--- src/flrs_params.svh ---
`ifndef FLRS_PARAMS_SVH
`define FLRS_PARAMS_SVH
// Geometry
`define FLRS_NCH 8
`define FLRS_NBUS 4
`define FLRS_NSRC 16
// Register byte offsets
`define FLRS_OFF_STATUS 12'h000
`define FLRS_OFF_MASK 12'h004
`define FLRS_OFF_CTRL 12'h008
`define FLRS_OFF_FAULT 12'h00C
`define FLRS_OFF_RETRYMAX 12'h010
`define FLRS_OFF_RETRYMS 12'h014
`define FLRS_OFF_FUSEINIT 12'h018
`define FLRS_OFF_CANCFG 12'h01C
`define FLRS_OFF_ACTIVE 12'h020
// Reset values
`define FLRS_RST_RETRYMAX 4'h3
`define FLRS_RST_RETRYMS 16'h000A
`define FLRS_RST_FUSEINIT 16'h00C8
// Timing
`define FLRS_CLK_MHZ 125
`define FLRS_MS_NS 1000000
`define FLRS_CLK_NS 8
`define FLRS_MS_CYC (`FLRS_MS_NS / `FLRS_CLK_NS)
`define FLRS_DEB_NS 1000
`define FLRS_DEB_CYC ((`FLRS_DEB_NS + `FLRS_CLK_NS - 1) / `FLRS_CLK_NS)
`define FLRS_CANRST_NS 1000
`define FLRS_CANRST_CYC ((`FLRS_CANRST_NS + `FLRS_CLK_NS - 1) / `FLRS_CLK_NS)
`endif

--- src/flrs_pkg.sv ---
package flrs_pkg;
	// Per-channel trip inputs
	typedef struct packed {
		logic [7:0] highCurrentTrip;
		logic [7:0] continuousCurrentTrip;
		logic [7:0] softwareFuseTrip;
	} flrs_trip_t;
	// Reset source selection
	typedef struct packed {
		logic [3:0] sel;
		logic invert;
		logic useLamp;
	} flrs_rsrc_t;
	typedef enum logic [1:0] {CH_OFF, CH_ON, CH_WAIT, CH_ERROR} flrs_ch_t;
endpackage : flrs_pkg

--- src/flrs_fault_supervisor.sv ---
// Decided for this implementation: the register offsets and the AHB-Lite register port.
`timescale 1ns/1ps
`default_nettype none
`include "flrs_params.svh"
module flrs_fault_supervisor
	import flrs_pkg::*;
#(
	parameter int MS_CYCLES = `FLRS_MS_CYC,
	parameter int DEB_CYCLES = `FLRS_DEB_CYC
) (
	input wire logic core_clk,
	input wire logic rst_n,
	input wire logic hsel,
	input wire logic [31:0] haddr,
	input wire logic [1:0] htrans,
	input wire logic hwrite,
	input wire logic [2:0] hsize,
	input wire logic [31:0] hwdata,
	input wire logic hready,
	output logic [31:0] hrdata,
	output logic hreadyout,
	output logic hresp,
	input wire flrs_trip_t trips,
	input wire logic [7:0] fuseOver,
	input wire logic [`FLRS_NSRC-1:0] srcInputs,
	input wire logic [`FLRS_NBUS-1:0] canBusFail,
	output logic [`FLRS_NBUS-1:0] canStreamRestart,
	output logic [`FLRS_NCH-1:0] channelEnable,
	output logic [`FLRS_NCH-1:0] channelClear,
	output logic warningLampOutput,
	output logic irq
);
	localparam int NCH = `FLRS_NCH;
	localparam int NBUS = `FLRS_NBUS;
	localparam int CRC = `FLRS_CANRST_CYC;

	// Bus registers
	logic [NCH-1:0] chRequest;
	logic [3:0] retryMax;
	logic [15:0] retryMs;
	logic [15:0] fuseInitMs;
	flrs_rsrc_t rsrc;
	logic [NBUS-1:0] canReport;
	logic [3:0] intStatus;
	logic [3:0] intMask;
	logic apValid;
	logic apWrite;
	logic [11:0] apAddr;

	// Channel state
	flrs_ch_t chState [NCH];
	logic [3:0] retryCnt [NCH];
	logic [47:0] chTimer [NCH]; // Wide so that ms settings times MS_CYCLES cannot wrap
	logic [NCH-1:0] chError;
	logic [NCH-1:0] chActive;
	logic [NCH-1:0] tripAny;
	logic clearPulse;

	// Reset source path
	logic srcSel;
	logic srcSync1;
	logic srcSync2;
	logic srcStable;
	logic [15:0] debCnt;
	logic srcArmed;

	// CAN supervision
	logic [NBUS-1:0] canFault;
	logic [7:0] canCnt [NBUS];

	assign hreadyout = 1'b1;
	assign hresp = 1'b0;
	assign tripAny = trips.highCurrentTrip | trips.continuousCurrentTrip | trips.softwareFuseTrip;

	// Address phase capture; slave never inserts wait states
	always_ff @(posedge core_clk or negedge rst_n) begin
		if (!rst_n) begin
			apValid <= 1'b0;
			apWrite <= 1'b0;
			apAddr <= 12'h000;
		end else if (hready) begin
			apValid <= hsel & htrans[1];
			apWrite <= hwrite;
			apAddr <= haddr[11:0];
		end
	end

	// Register writes
	always_ff @(posedge core_clk or negedge rst_n) begin
		if (!rst_n) begin
			intMask <= 4'h0;
			chRequest <= '0;
			rsrc <= '0;
			canReport <= '0;
			retryMax <= `FLRS_RST_RETRYMAX;
			retryMs <= `FLRS_RST_RETRYMS;
			fuseInitMs <= `FLRS_RST_FUSEINIT;
		end else if (apValid && apWrite) begin
			case (apAddr)
				`FLRS_OFF_MASK: intMask <= hwdata[3:0];
				`FLRS_OFF_CTRL: begin
					chRequest <= hwdata[7:0];
					rsrc <= hwdata[13:8];
					canReport <= hwdata[19:16];
				end
				`FLRS_OFF_RETRYMAX: retryMax <= hwdata[3:0];
				`FLRS_OFF_RETRYMS: retryMs <= hwdata[15:0];
				`FLRS_OFF_FUSEINIT: fuseInitMs <= hwdata[15:0];
				default: ;
			endcase
		end
	end

	// Read data taken at a read address phase only, so it stands until the next read
	always_ff @(posedge core_clk or negedge rst_n) begin
		if (!rst_n) begin
			hrdata <= 32'h0000_0000;
		end else if (hready && hsel && htrans[1] && !hwrite) begin
			case (haddr[11:0])
				`FLRS_OFF_STATUS: hrdata <= {28'h0, intStatus};
				`FLRS_OFF_MASK: hrdata <= {28'h0, intMask};
				`FLRS_OFF_CTRL: hrdata <= {12'h0, canReport, 2'h0, rsrc, chRequest};
				`FLRS_OFF_FAULT: hrdata <= {20'h0, canFault, chError};
				`FLRS_OFF_RETRYMAX: hrdata <= {28'h0, retryMax};
				`FLRS_OFF_RETRYMS: hrdata <= {16'h0, retryMs};
				`FLRS_OFF_FUSEINIT: hrdata <= {16'h0, fuseInitMs};
				`FLRS_OFF_ACTIVE: hrdata <= {24'h0, chActive};
				default: hrdata <= 32'h0000_0000;
			endcase
		end
	end

	// source select, lamp loops back if chosen
	assign srcSel = (rsrc.useLamp ? warningLampOutput : srcInputs[rsrc.sel]) ^ rsrc.invert;

	// Two-flop synchroniser; first stage read only by the second
	always_ff @(posedge core_clk or negedge rst_n) begin
		if (!rst_n) begin
			srcSync1 <= 1'b1;
			srcSync2 <= 1'b1;
		end else begin
			srcSync1 <= srcSel;
			srcSync2 <= srcSync1;
		end
	end

	// debounce and one action per low pulse
	always_ff @(posedge core_clk or negedge rst_n) begin
		if (!rst_n) begin
			srcStable <= 1'b1;
			debCnt <= 16'h0000;
			srcArmed <= 1'b1;
			clearPulse <= 1'b0;
		end else begin
			clearPulse <= 1'b0;
			if (srcSync2 == srcStable) begin
				debCnt <= 16'h0000;
			end else if (debCnt >= 16'(DEB_CYCLES - 1)) begin
				debCnt <= 16'h0000;
				srcStable <= srcSync2;
				if (!srcSync2 && srcArmed) begin
					clearPulse <= 1'b1;
					srcArmed <= 1'b0;
				end
				if (srcSync2) begin
					srcArmed <= 1'b1;
				end
			end else begin
				debCnt <= debCnt + 16'h0001;
			end
		end
	end

	// One state machine per channel
	for (genvar i = 0; i < NCH; i++) begin : g_ch
		always_ff @(posedge core_clk or negedge rst_n) begin
			if (!rst_n) begin
				chState[i] <= CH_OFF;
				retryCnt[i] <= 4'h0;
				chTimer[i] <= 48'h0;
			end else begin
				case (chState[i])
					CH_OFF: begin
						retryCnt[i] <= 4'h0;
						chTimer[i] <= 48'h0;
						if (chRequest[i]) begin
							chState[i] <= CH_ON;
						end
					end
					CH_ON: begin
						if (chTimer[i] != 48'hFFFF_FFFF_FFFF) begin
							chTimer[i] <= chTimer[i] + 48'h1;
						end
						if (!chRequest[i]) begin
							chState[i] <= CH_OFF;
						// any trip, fuse after init interval
						end else if (tripAny[i] || (fuseOver[i] &&
								chTimer[i] >= 48'(fuseInitMs) * 48'(MS_CYCLES))) begin
							chTimer[i] <= 48'h0;
							if (retryCnt[i] < retryMax) begin
								retryCnt[i] <= retryCnt[i] + 4'h1;
								chState[i] <= CH_WAIT;
							end else begin
								chState[i] <= CH_ERROR;
							end
						end
					end
					CH_WAIT: begin
						chTimer[i] <= chTimer[i] + 48'h1;
						if (chTimer[i] + 48'h1 >= 48'(retryMs) * 48'(MS_CYCLES)) begin
							chTimer[i] <= 48'h0;
							chState[i] <= CH_ON;
						end
					end
					CH_ERROR: begin
						if (clearPulse) begin
							retryCnt[i] <= 4'h0;
							chTimer[i] <= 48'h0;
							chState[i] <= chRequest[i] ? CH_ON : CH_OFF;
						end
					end
					default: chState[i] <= CH_OFF;
				endcase
			end
		end
		assign chError[i] = (chState[i] == CH_ERROR);
		assign chActive[i] = (chState[i] == CH_ON);
	end

	// Registered channel outputs
	always_ff @(posedge core_clk or negedge rst_n) begin
		if (!rst_n) begin
			channelEnable <= '0;
			channelClear <= '0;
		end else begin
			channelEnable <= chActive;
			channelClear <= clearPulse ? chError : '0;
		end
	end

	// bus restart pulse held a fixed time, then retried while failure persists
	for (genvar b = 0; b < NBUS; b++) begin : g_can
		always_ff @(posedge core_clk or negedge rst_n) begin
			if (!rst_n) begin
				canCnt[b] <= 8'h00;
				canStreamRestart[b] <= 1'b0;
			end else if (canCnt[b] != 8'h00) begin
				canCnt[b] <= canCnt[b] - 8'h01;
				canStreamRestart[b] <= (canCnt[b] != 8'h01);
			end else if (canBusFail[b]) begin
				canCnt[b] <= 8'(CRC);
				canStreamRestart[b] <= 1'b1;
			end else begin
				canStreamRestart[b] <= 1'b0;
			end
		end
	end

	// only enabled buses count as faults for the lamp and FAULT register; the status event bit sets on any bus
	assign canFault = canBusFail & canReport;

	always_ff @(posedge core_clk or negedge rst_n) begin
		if (!rst_n) begin
			warningLampOutput <= 1'b0;
		end else begin
			warningLampOutput <= (|chError) | (|canFault);
		end
	end

	// Sticky events; set wins over write-one-to-clear
	always_ff @(posedge core_clk or negedge rst_n) begin
		if (!rst_n) begin
			intStatus <= 4'h0;
		end else begin
			intStatus <= (intStatus & ~((apValid && apWrite && apAddr == `FLRS_OFF_STATUS)
				? hwdata[3:0] : 4'h0))
				| {|canBusFail, clearPulse, |tripAny, |chError};
		end
	end

	assign irq = |(intStatus & intMask);
endmodule : flrs_fault_supervisor
`default_nettype wire

--- config.mk ---
export PLATFORM = sky130hd
export DESIGN_NAME = flrs_fault_supervisor
export DESIGN_NICKNAME = d
export VERILOG_FILES = /design/src/flrs_pkg.sv /design/src/flrs_fault_supervisor.sv
export VERILOG_INCLUDE_DIRS = /design/src
export SDC_FILE = /design/constraint.sdc
export NUM_CORES = 2
export LEC_CHECK = 0
export BUFFER_PORTS_ARGS = -buffer_cell sky130_fd_sc_hd__buf_4
export CELL_PAD_IN_SITES_DETAIL_PLACEMENT = 0
export CELL_PAD_IN_SITES_GLOBAL_PLACEMENT = 1
export CORE_MARGIN = 2
export CORE_UTILIZATION = 35
export DETAILED_ROUTE_END_ITERATION = 10
export GPL_TIMING_DRIVEN = 0
export PLACE_DENSITY_LB_ADDON = 0.1
export SYNTH_ARGS = -nofsm -noshare
export SYNTH_HDL_FRONTEND = slang
export SYNTH_SLANG_ARGS = --single-unit
--- constraint.sdc ---
create_clock -name core_clk -period 23.5 [get_ports core_clk]
set_clock_uncertainty 0.1 [all_clocks]
set_input_delay 3.525 -clock core_clk [delete_from_list [all_inputs] [get_ports core_clk]]
set_output_delay 3.525 -clock core_clk [all_outputs]
set_load 0.01 [all_outputs]
==> metrics.md <==
| Metric | Value |
|---|---|
| Status | finished with violations |
| Violations in the final reports | max-capacitance violations |
| Avg WL per Cell | 25.0 um |
| Chip Height | 401 um |
| EDFF count, synth | 0 |
| Yosys reg bits | 602 |
| Share of cells above drive strength 1 | 8.77% |
| Largest net degree at the start of global routing | 106 |
| Post-CTS resize count | 0 |
| Layout fillers | 15800 |
| Reg2reg start | fuseInitMs[2]$_DFFE_PN0P_ |
| GP Congestion | 0.887 |
| First-pass GRT wire length | 326 mm |
| Worst Path Required | 23.96 ns |
| DP Wirelength | 166 mm |
| Port bufs | 128 |
| Slowest cell delay on critical path | 1.11 ns |
| Drt drc | 0 |
| Worst-path fanout max | 11 |
| Hold_sp | srcSync1$_DFF_PN1_ |
| WP data arrival | 12.09 ns |
| Max Buffers Root-to-Sink | 3 |
| Critical Path End Type | flop |
| Slew headroom | 0.136% |
| Area grow syn2layout | 14.6% |
| Global route overflow | 0 |
| Core area | 156000 um2 |
| F_max | 86.0 MHz |
| Initial antenna violation count | 19 |
| Post-synthesis sequential area ratio | 27.4% |
| Unrepaired setup endpoints after global routing | no |
| Util after Layout | 40.4% |
| Via Count | 49800 |
| Number of global-route vias before repair | 48600 |
| GRT Total Usage | 26.7% |
| First-pass detailed-route iteration total | 6 |
| Root buf cell | clkbuf_16 |
| Static Leak | 30.7 nW |
| Worst slew pin tran | 1.50 ns |
| Synthesized area | 55100 um2 |
| CTS Sinks | 602 |
| Chip width | 401 um |
| Max-slew violation count | 0 |
| Post-synth ARST share | 100% |
| Syn Inst Count | 6291 |
| Synth warnings | 0 |
| Critical Path Start | fuseInitMs[2]$_DFFE_PN0P_ |
| Max cap viols | 1 |
| Post-synthesis cell type count | 107 |
| Critical Path Start Type | flop |
| Die area | 161000 um2 |
| Most frequent CP cell | fa_1 |
| Final WL | 218 mm |
| Design Power | 0.00465 W |
| Fin Setup TNS | 0 ns |
| Avg Cell Area, Syn | 8.76 um2 |
| Inserted Clock Buffers | 85 |
| # setup viols final | 0 |
| Skew-Pair Late Insertion Delay | 0.70 ns |
| Initial Util | 35.3% |
| DRT iter0 DRCs | 4317 |
| Hold crit path type | reg2reg |
| Worst Setup Path Type | reg2reg |
| Top Family by Delay on Critical Path | compound AO/OA/AOI/OAI gates |
| Post-CTS Hold Buffers | 0 |
| Main synth FF type | dfrtp_1 |
| Via density | 5.72 |
| Min Tclk post-route | 11.63 ns |
| Crit path buf inv count | 7 |
| Hold Violations, Final | 0 |
| H-tree depth | 3 |
| I/O pins | 182 |
| Slowest CP cell | inv_1 |
| Number of nets in the layout | 7568 |
| Worst IR Drop VDD | 0.0696 mV |
| CTS tree | done |
| Post-CTS Setup Repair Bufs | 0 |
| Clock transition at path regs | 0.06 ns |
| Power per cell area | 73.7 nW/um2 |
| Period Utilization, post-route | 49.5% |
| Row cnt | 145 |
| Routed Antenna Nets | 0 |
==> worst paths after layout <==
path	to	slack, ns	cells past startpoint
setup / recovery	chTimer[366]$_DFFE_PN0P_	11.87	36
hold / removal	srcSync2$_DFF_PN1_	0.26	0
setup reg to reg	chTimer[366]$_DFFE_PN0P_	11.87	36
hold reg to reg	srcSync2$_DFF_PN1_	0.26	0
max in group asynchronous	chTimer[230]$_DFFE_PN0P_	18.63	4
min in group asynchronous	canCnt[4]$_DFFE_PN0P_	2.65	1
==> power by group <==
| group | leakage (nW) | switching, W | internal [W] |
|---|---|---|---|
| Clock | 1.44 | 0.000558 | 0.000851 |
| Combinational | 21.3 | 0.00140 | 0.000630 |
| Sequential | 7.98 | 0.0000912 | 0.00112 |
==> layer usage <==
layer,part of all wire (%),global-route usage (%)
met1,47,37.3
met2,44,41.7
met3,5.6,4.14
met4,3.5,9.38
met5,0.033,0
==> worst reg2reg max path: cells and delay by family (launching register included) <==
kind / cells / cell delay [ns]
AO/OA/AOI/OAI: 13 / 3.55
XOR/XNOR: 1 / 0.62
adder cells (fa/ha/maj): 8 / 3.32
buffers and inverters: 7 / 2.40
flip-flops: 1 / 0.49
AND/OR/NAND/NOR: 7 / 1.01
==> cell usage after synthesis, drive strengths merged (25+ instances only) <==
master / count / area share, %
a21o: 165 / 2.2
o21ai: 457 / 4.2
a31oi: 61 / 0.69
a211oi: 37 / 0.51
nor2b: 76 / 0.86
xnor2: 204 / 3.2
fa: 110 / 4.0
buf: 66 / 0.70
nor2: 365 / 2.5
a22o: 43 / 0.68
nand4: 148 / 1.7
a221o: 67 / 1.2
a22oi: 25 / 0.34
a21oi: 336 / 3.1
nand2: 529 / 3.6
or2: 31 / 0.35
or3: 35 / 0.40
xor2: 139 / 2.2
and4: 52 / 0.83
and2: 60 / 0.68
nand3: 304 / 2.8
a211o: 75 / 1.2
and3: 122 / 1.4
clkbuf: 200 / 1.4
o211ai: 42 / 0.57
dfrtp: 591 / 27
o21a: 34 / 0.46
o31ai: 29 / 0.41
inv: 371 / 2.5
mux2i: 25 / 0.45
nor4: 71 / 0.91
mux2: 62 / 1.3
nand2b: 93 / 1.1
nor3: 149 / 1.4
ha: 752 / 17
==> cells in the final DEF, fill, tap and decap left out, types with 119 or more instances in the layout <==
master and instances:
dfrtp_1 589, nand2_1 528, clkbuf_1 217, nand3_1 302, inv_1 368, nor3_1 142
a21oi_1 334, xor2_1 119, and3_1 121, nor2_1 360, xnor2_1 183, o21ai_0 433
ha_1 752, nand4_1 147, buf_4 146, a21o_1 165
==> layout make-up <==
| type | count | area, um2 | share of cell area (%) |
|---|---|---|---|
| Sequential cell | 602 | 15100 | 23.9 |
| Buffer | 266 | 1140 | 1.81 |
| Antenna cell | 7 | 17.5 | 0.0277 |
| Clock inverter | 28 | 417 | 0.660 |
| Multi-Input combinational cell | 5073 | 38000 | 60.2 |
| Clock buffer | 127 | 2560 | 4.05 |
| Tap cell | 2058 | 2570 | 4.08 |
| Inverter | 371 | 1390 | 2.21 |
| Timing Repair Buffer | 181 | 1930 | 3.05 |
==> logic make-up (layout without fill, tap and decap cells) <==
kind of cell,Yosys count,count (layout),synth area share [%]
and+or+nand+nor,2117,2117,19.7
AOI/OAI and AO/OA,1632,1632,19.7
adders and majority gates,864,864,21.1
buffers and inverters,637,973,4.59
DFF,602,602,27.4
xor gates and xnor gates,345,345,5.53
muxes,92,92,1.93
other,2,30,0.0136
==> sequential cells by signal, indices dropped and copies added (netlist names), 4 cells and up <==
name	cells
retryMax	4
intMask	4
hrdata	20
rsrc	6
apAddr	12
chTimer	384
canStreamRestart	4
intStatus	4
debCnt	16
fuseInitMs	16
canReport	4
retryMs	16
chState	16
channelClear	8
channelEnable	8
canCnt	32
chRequest	8
retryCnt	32
==> through the flow <==
step           cell area, um2  hold WS, ns  std cells  setup slack [ns]
2_1_floorplan           55200        0.245       6312             14.88
3_3_place_gp            58700        0.249       8498              9.50
3_5_place_dp            60100        0.248       8549             11.95
4_1_cts                 63100        0.256       8704             11.89
5_1_grt                 63100        0.254       8706             11.49
6_report                63100        0.257       8713             11.87
Power figures use the tool's default switching activity.
